File: config.mk
export PLATFORM = sky130hd
export DESIGN_NAME = ebram_core
export DESIGN_NICKNAME = d
export VERILOG_FILES = /design/src/logic/ebram_pkg.sv /design/src/logic/ebram_core.sv
export VERILOG_INCLUDE_DIRS = /design/src /design/src/logic
export SDC_FILE = /design/constraint.sdc
export NUM_CORES = 2
export LEC_CHECK = 0
export BUFFER_PORTS_ARGS = -buffer_cell sky130_fd_sc_hd__buf_2
export CELL_PAD_IN_SITES_DETAIL_PLACEMENT = 0
export CELL_PAD_IN_SITES_GLOBAL_PLACEMENT = 1
export CORE_ASPECT_RATIO = 0.5
export CORE_UTILIZATION = 45
export DETAILED_ROUTE_END_ITERATION = 16
export PLACE_DENSITY_LB_ADDON = 0.05
export SLEW_MARGIN = 0
export SYNTH_ARGS = -nofsm -noshare
export SYNTH_HDL_FRONTEND = slang
export SYNTH_MEMORY_MAX_BITS = 65536
export SYNTH_SLANG_ARGS = --single-unit
File: constraint.sdc
create_clock -name sys_clk_i -period 9.5 [get_ports sys_clk_i]
set_clock_uncertainty 0.2 [all_clocks]
set_input_delay 0.475 -clock sys_clk_i [delete_from_list [all_inputs] [get_ports sys_clk_i]]
set_output_delay 0.475 -clock sys_clk_i [all_outputs]
set_load 0.01 [all_outputs]
File: src/logic/ebram_defines.svh
// Constants for the byte-masked embedded RAM write path.
// Assumes inclusion by bare name from the package and the RAM module.
`ifndef EBRAM_DEFINES_SVH
`define EBRAM_DEFINES_SVH

// Byte sizes with and without the parity bit
`define EBR_BYTE_W_PARITY   9
`define EBR_BYTE_W_PLAIN    8
// Smallest block capacity, parity bits included
`define EBR_SMALL_BITS      576
`define EBR_SMALL_PAR_BITS  64
// Lane mask buses and the widest combined mask
`define EBR_MASK_BUS_W      8
`define EBR_MASK_ALL_W      16
`define EBR_MASK_RESET      8'hFF
`define EBR_MASK_ALL_ONES   16'hFFFF
// Carrier widths
`define EBR_MAX_DATA_W      144
`define EBR_ADDR_W          16
// Widths that allow byte masking
`define EBR_W16             16
`define EBR_W18             18
`define EBR_W32             32
`define EBR_W36             36
`define EBR_W64             64
`define EBR_W72             72
`define EBR_W128            128
`define EBR_W144            144
// Defaults for the instance
`define EBR_DEF_DATA_W      36
`define EBR_DEF_DEPTH       128

`endif

File: src/logic/ebram_pkg.sv
// Types shared by the byte-masked embedded RAM.
// Assumes the defines header sits beside it on the include path.
`include "ebram_defines.svh"

package ebram_pkg;

  // Block sizes, which decide the legal masked widths
  typedef enum logic [1:0] {
    EBR_SMALL,
    EBR_MID,
    EBR_LARGE
  } ebram_kind_type;

  // One write request from fabric logic, data in low bits
  typedef struct packed {
    logic [`EBR_ADDR_W-1:0]     addr;
    logic [`EBR_MAX_DATA_W-1:0] data;
    logic                       strobe;
  } ebram_wr_req_type;

endpackage

File: src/logic/ebram_core.sv
// Embedded synchronous RAM: registered write path with lane masking,
// synchronous read and an optional output register.
// Assumes all inputs are synchronous to sys_clk_i; the clears may be
// asserted at any time and are released synchronously by the fabric.
`include "ebram_defines.svh"
`timescale 1ns/10ps
`default_nettype none

module ebram_core #(
  parameter ebram_pkg::ebram_kind_type KIND    = ebram_pkg::EBR_MID,
  parameter int                        DATA_W  = `EBR_DEF_DATA_W,
  parameter int                        DEPTH   = `EBR_DEF_DEPTH,
  parameter bit                        PARITY  = 1'b1,
  parameter bit                        OUT_REG = 1'b1
) (
  input  wire logic                         sys_clk_i,
  input  wire logic                         rst_i,
  input  wire logic                         in_clr_i,
  input  wire logic                         out_clr_i,
  input  wire ebram_pkg::ebram_wr_req_type  wr_req_i,
  input  wire logic [`EBR_MASK_BUS_W-1:0]   lane_mask_lo_i,
  input  wire logic [`EBR_MASK_BUS_W-1:0]   lane_mask_hi_i,
  input  wire logic [`EBR_ADDR_W-1:0]       rd_addr_i,
  output logic      [DATA_W-1:0]            rd_data_o
);
  import ebram_pkg::*;

  // Which widths let a block type mask bytes
  function automatic bit mask_capable(input ebram_kind_type k, input int w);
    bit ok;
    ok = 1'b0;
    case (k)
      EBR_MID:   ok = (w == `EBR_W16) || (w == `EBR_W18) || (w == `EBR_W32) || (w == `EBR_W36);
      EBR_LARGE: ok = (w == `EBR_W16) || (w == `EBR_W18) || (w == `EBR_W32) || (w == `EBR_W36) ||
                      (w == `EBR_W64) || (w == `EBR_W72) || (w == `EBR_W128) || (w == `EBR_W144);
      default:   ok = 1'b0;
    endcase
    return ok;
  endfunction

  // Ninth bit per byte is stored but never interpreted here
  localparam int BYTE_W  = PARITY ? `EBR_BYTE_W_PARITY : `EBR_BYTE_W_PLAIN;
  localparam int LANES   = DATA_W / BYTE_W;
  localparam int ADDR_W  = (DEPTH > 1) ? $clog2(DEPTH) : 1;
  localparam bit MASK_OK = mask_capable(KIND, DATA_W);
  localparam bit WIDE    = (DATA_W >= `EBR_W128);

  // Replace the lanes whose mask bit is set, keep the rest
  function automatic logic [DATA_W-1:0] lane_merge(input logic [DATA_W-1:0]         old_w,
                                                   input logic [DATA_W-1:0]         new_w,
                                                   input logic [`EBR_MASK_ALL_W-1:0] m);
    logic [DATA_W-1:0] r;
    r = old_w;
    for (int n = 0; n < LANES; n++)
    begin
      if (m[n])
      begin
        r[n*BYTE_W +: BYTE_W] = new_w[n*BYTE_W +: BYTE_W];
      end
    end
    return r;
  endfunction

  // Storage array, parity bits included in each row
  logic [DATA_W-1:0] mem [DEPTH];

  logic                       in_clear;
  logic                       out_clear;
  logic [ADDR_W-1:0]          wr_addr_q;
  logic [DATA_W-1:0]          wr_data_q;
  logic                       wr_en_q;
  logic [`EBR_MASK_BUS_W-1:0] mask_lo_q;
  logic [`EBR_MASK_BUS_W-1:0] mask_hi_q;
  logic [ADDR_W-1:0]          rd_addr_q;
  logic [`EBR_MASK_ALL_W-1:0] eff_mask;
  logic [DATA_W-1:0]          rd_word;
  logic [DATA_W-1:0]          out_q;

  // Clears merged with the global reset
  assign in_clear  = rst_i | in_clr_i;
  assign out_clear = rst_i | out_clr_i;

  // Address, data and strobe input registers, cleared at once
  always_ff @(posedge sys_clk_i or posedge in_clear)
  begin
    if (in_clear)
    begin
      wr_addr_q <= '0;
      wr_data_q <= '0;
      wr_en_q   <= 1'b0;
      rd_addr_q <= '0;
    end
    else
    begin
      wr_addr_q <= wr_req_i.addr[ADDR_W-1:0];
      wr_data_q <= wr_req_i.data[DATA_W-1:0];
      wr_en_q   <= wr_req_i.strobe;
      rd_addr_q <= rd_addr_i[ADDR_W-1:0];
    end
  end

  // Lane mask registers clear high so a cleared mask never blocks a write
  always_ff @(posedge sys_clk_i or posedge in_clear)
  begin
    if (in_clear)
    begin
      mask_lo_q <= `EBR_MASK_RESET;
      mask_hi_q <= `EBR_MASK_RESET;
    end
    else
    begin
      mask_lo_q <= lane_mask_lo_i;
      mask_hi_q <= lane_mask_hi_i;
    end
  end

  // Mask actually applied; unsupported widths always write whole words
  always_comb
  begin
    if (!MASK_OK)
    begin
      eff_mask = `EBR_MASK_ALL_ONES;
    end
    else if (WIDE)
    begin
      eff_mask = {mask_hi_q, mask_lo_q};
    end
    else
    begin
      eff_mask = {`EBR_MASK_RESET, mask_lo_q};
    end
  end

  // Array write: strobe gates everything, mask picks lanes
  always_ff @(posedge sys_clk_i)
  begin
    if (wr_en_q)
    begin
      mem[wr_addr_q] <= lane_merge(mem[wr_addr_q], wr_data_q, eff_mask);
    end
  end

  // Synchronous read; an input clear is seen only through this edge
  always_ff @(posedge sys_clk_i or posedge rst_i)
  begin
    if (rst_i)
    begin
      rd_word <= '0;
    end
    else
    begin
      rd_word <= mem[rd_addr_q];
    end
  end

  // Output register, cleared without waiting for a clock
  always_ff @(posedge sys_clk_i or posedge out_clear)
  begin
    if (out_clear)
    begin
      out_q <= '0;
    end
    else
    begin
      out_q <= rd_word;
    end
  end

  // Bypassing the output register trades timing for one cycle less of read latency
  assign rd_data_o = OUT_REG ? out_q : rd_word;

  // Helper logic for the checks: word under the write address before and after
  logic [DATA_W-1:0]          cur_word;
  logic [DATA_W-1:0]          word0;
  logic [DATA_W-1:0]          post_word;
  logic                       prev_valid;
  logic [ADDR_W-1:0]          prev_addr;
  logic [DATA_W-1:0]          prev_word;
  logic [DATA_W-1:0]          prev_data;
  logic [`EBR_MASK_ALL_W-1:0] prev_mask;
  logic                       prev_wen;

  assign cur_word  = mem[wr_addr_q];
  assign word0     = mem[0];
  assign post_word = mem[prev_addr];

  // Snapshot of each edge's write operands
  always_ff @(posedge sys_clk_i or posedge rst_i)
  begin
    if (rst_i)
    begin
      prev_valid <= 1'b0;
      prev_addr  <= '0;
      prev_word  <= '0;
      prev_data  <= '0;
      prev_mask  <= '0;
      prev_wen   <= 1'b0;
    end
    else
    begin
      prev_valid <= 1'b1;
      prev_addr  <= wr_addr_q;
      prev_word  <= cur_word;
      prev_data  <= wr_data_q;
      prev_mask  <= eff_mask;
      prev_wen   <= wr_en_q;
    end
  end
endmodule

`default_nettype wire

==> results.sh <==
export IMPL_synth_seq_cells=4735
export IMPL_cp_num_cells=6
export IMPL_fill_cells=30500
export IMPL_cp_cell_sequence="buf_12 -> buf_4 -> mux4_2 -> mux4_2 -> mux4_2 -> mux2_2"
export IMPL_path_max_fanout=97
export IMPL_grt_start_max_net_pins=123
export IMPL_post_cts_setup_buffer_count=0
export IMPL_reg2reg_to="rd_word[33]"
export IMPL_synth_warnings=0
export IMPL_fin_nets=7911
export IMPL_peakVddDrop_mv=0.162
export IMPL_cts_resized_gates=0
export IMPL_drtPass1Iterations=6
export IMPL_slew_headroom=0.0641
export IMPL_dp_cells=12500
export IMPL_wl_per_cell_um=37.4
export IMPL_rsz0062_at_grt="no"
export IMPL_pwr_density_cell_nw_per_um2=212
export IMPL_dp_hpwl_um=329000
export IMPL_cp_num_buf_inv=2
export IMPL_die_h_um=450
export IMPL_max_stage_delay_ns=1.04
export IMPL_die_area_um2=403000
export IMPL_synth_top_area_share=0.768
export IMPL_clock_latency_ns=0.96
export IMPL_finalSetupViolCount=0
export IMPL_io_pins=233
export IMPL_regToRegSetupSlack_ns=4.62
export IMPL_globalRouteTotalUtil=0.246
export IMPL_wirelength_um=499000
export IMPL_drcViolationCount=0
export IMPL_hold_buffers=97
export IMPL_r2r_start="rd_addr_q[0]"
export IMPL_final_max_slew_violation_count=0
export IMPL_gp_congestion=0.820
export IMPL_arrival_ns=5.49
export IMPL_crit_required_ns=10.11
export IMPL_cts_tree="built"
export IMPL_maxCapViolations=0
export IMPL_cts_sink_count=4735
export IMPL_port_buffers=94
export IMPL_syn_area_um2=180000
export IMPL_total_leakage_power_nw=61.9
export IMPL_die_w_um=897
export IMPL_fin_cells=13400
export IMPL_yosysSeqAreaShare=0.785
export IMPL_htree_levels=5
export IMPL_end_kind="flop"
export IMPL_cts_clk_slew_worst_paths_ns=0.06
export IMPL_syn_instance_count=7371
export IMPL_placeableCoreArea_um2=396000
export IMPL_layout_min_cycle_time_ns=4.88
export IMPL_cts_buffers_inserted=423
export IMPL_hold_viol=0
export IMPL_outcome="completed"
export IMPL_vias=82000
export IMPL_synth_area_leaders="edfxtp_1, mux4_2, dfrtp_1"
export IMPL_crit_path_top_delay_cell="dfrtp_4"
export IMPL_worstHoldPathType="in2async"
export IMPL_ff2ff_path_depth=6
export IMPL_max_freq_mhz=205
export IMPL_syn_avg_cell_area_um2=24.5
export IMPL_fin_crit_sh=0.514
export IMPL_area_delta_synth_final_pct=12.2
export IMPL_crit_family="multiplexers"
export IMPL_antenna_found_initial=81
export IMPL_synthesis_nets=7568
export IMPL_rows=163
export IMPL_cp_start_kind="flop"
export IMPL_worstSetupPathType="reg2reg"
export IMPL_via_per_inst=6.14
export IMPL_grt_pass1_vias=82900
export IMPL_drive_above_1_share=0.308
export IMPL_cts_root_buffer="clkbuf_16"
export IMPL_ant_nets=0
export IMPL_ctsLongestPathBuffers=4
export IMPL_layout_commonest_cell="edfxtp_1"
export IMPL_yosys_area_top_type="edfxtp_1"
export IMPL_synth_distinct_cells=19
export IMPL_grt_first_pass_wirelength_um=685000
export IMPL_start_util=0.455
export IMPL_worst_slew_pin_transition_ns=1.40
export IMPL_gr_total_overflow=0
export IMPL_worst_path_most_repeated_cell="mux4_2"
export IMPL_finalSetupTns_ns=0
export IMPL_drtIter0Drc=11000
export IMPL_final_cell_mix="edfxtp_1, mux4_2, nor2_1, clkbuf_16, nand2_1"
-- worst reg2reg max path: stages, from the launching register on --
cell and delay, ns:
dfrtp_4 1.04, buf_12 0.66, buf_4 0.82, mux4_2 0.63, mux4_2 0.47, mux4_2 0.59
mux2_2 0.32
-- cell families (layout without fill, tap and decap cells) --
| group | Yosys count | in the layout | synth area share |
|---|---|---|---|
| other | 0 | 15 | 0 |
| muxes | 1548 | 1548 | 0.191 |
| buffers and inverters | 411 | 1104 | 0.00919 |
| DFF | 4735 | 4735 | 0.785 |
| and+or+nand+nor | 677 | 677 | 0.0143 |
-- layer usage --
metal	track usage	wire length (µm)	up-vias
li1	-	-	32200
met1	0.376	217000	45500
met2	0.362	222000	3699
met3	0.0693	51400	543
met4	0.0408	8660	24
met5	0.00364	363	-
-- area by class of cell --
type	count	area, µm²	area share
clock inverters	239	2510	0.0124
well taps	5280	6610	0.0327
repair buffers	328	2770	0.0137
diodes	15	37.5	0.000186
inverters	1	3.75	0.0000186
multi-input cells	2225	37100	0.184
flip-flops and latches	4735	142000	0.700
clock buffers	536	11500	0.0570
-- state kept, by name, summed over array words and instances (netlist names) --
name	cells
mem	4608
wr_en_q	1
rd_addr_q	7
rd_word	36
rd_data_o	36
mask_lo_q	4
wr_addr_q	7
wr_data_q	36
-- per-stage QoR --
stage                     power (mW)  cell area (µm²)  hold slack, ns  utilization  setup slack (ns)
after global placement          25.7           187000           0.138        0.472              4.55
after CTS                       43.3           202000          0.0165        0.510              4.47
final                           43.0           202000          0.0724        0.510              4.62
after global routing            44.1           202000          0.0445        0.510              4.36
after floorplan                 24.8           180000           0.131            -              5.69
after detailed placement        25.7           187000           0.137        0.472              4.49
-- cells in the mapped netlist --
cell / number
and3b_1: 2
edfxtp_1: 4608
nand2b_1: 4
and3_1: 1
inv_1: 1
buf_6: 1
clkbuf_1: 258
nor4_1: 1
dfrtp_1: 123
buf_2: 82
nor3b_1: 3
mux2_2: 36
nor3_1: 7
dfstp_2: 4
nor2_1: 524
mux4_2: 1512
buf_1: 68
nand2_1: 135
buf_4: 1
-- worst max path at each step --
stage	slack (ns)	start	end
final	4.62	rd_addr_q[0]	rd_word[33]
after global routing	4.36	rd_addr_q[0]	rd_word[15]
after CTS	4.47	rd_addr_q[0]	rd_word[15]
after detailed placement	4.49	rd_addr_q[0]	rd_word[15]
after global placement	4.55	rd_addr_q[0]	rd_word[27]
after floorplan	5.69	in_clr_i	rd_addr_q[0]
-- where the power goes --
part           switching (mW)  internal (mW)  total, mW
Sequential              0.249           23.0       23.3
Combinational            1.16          0.819       1.98
Clock                    7.76           9.97       17.7
Total                    9.17           33.8       43.0
Note: power is estimated with default switching activity, not from simulation.
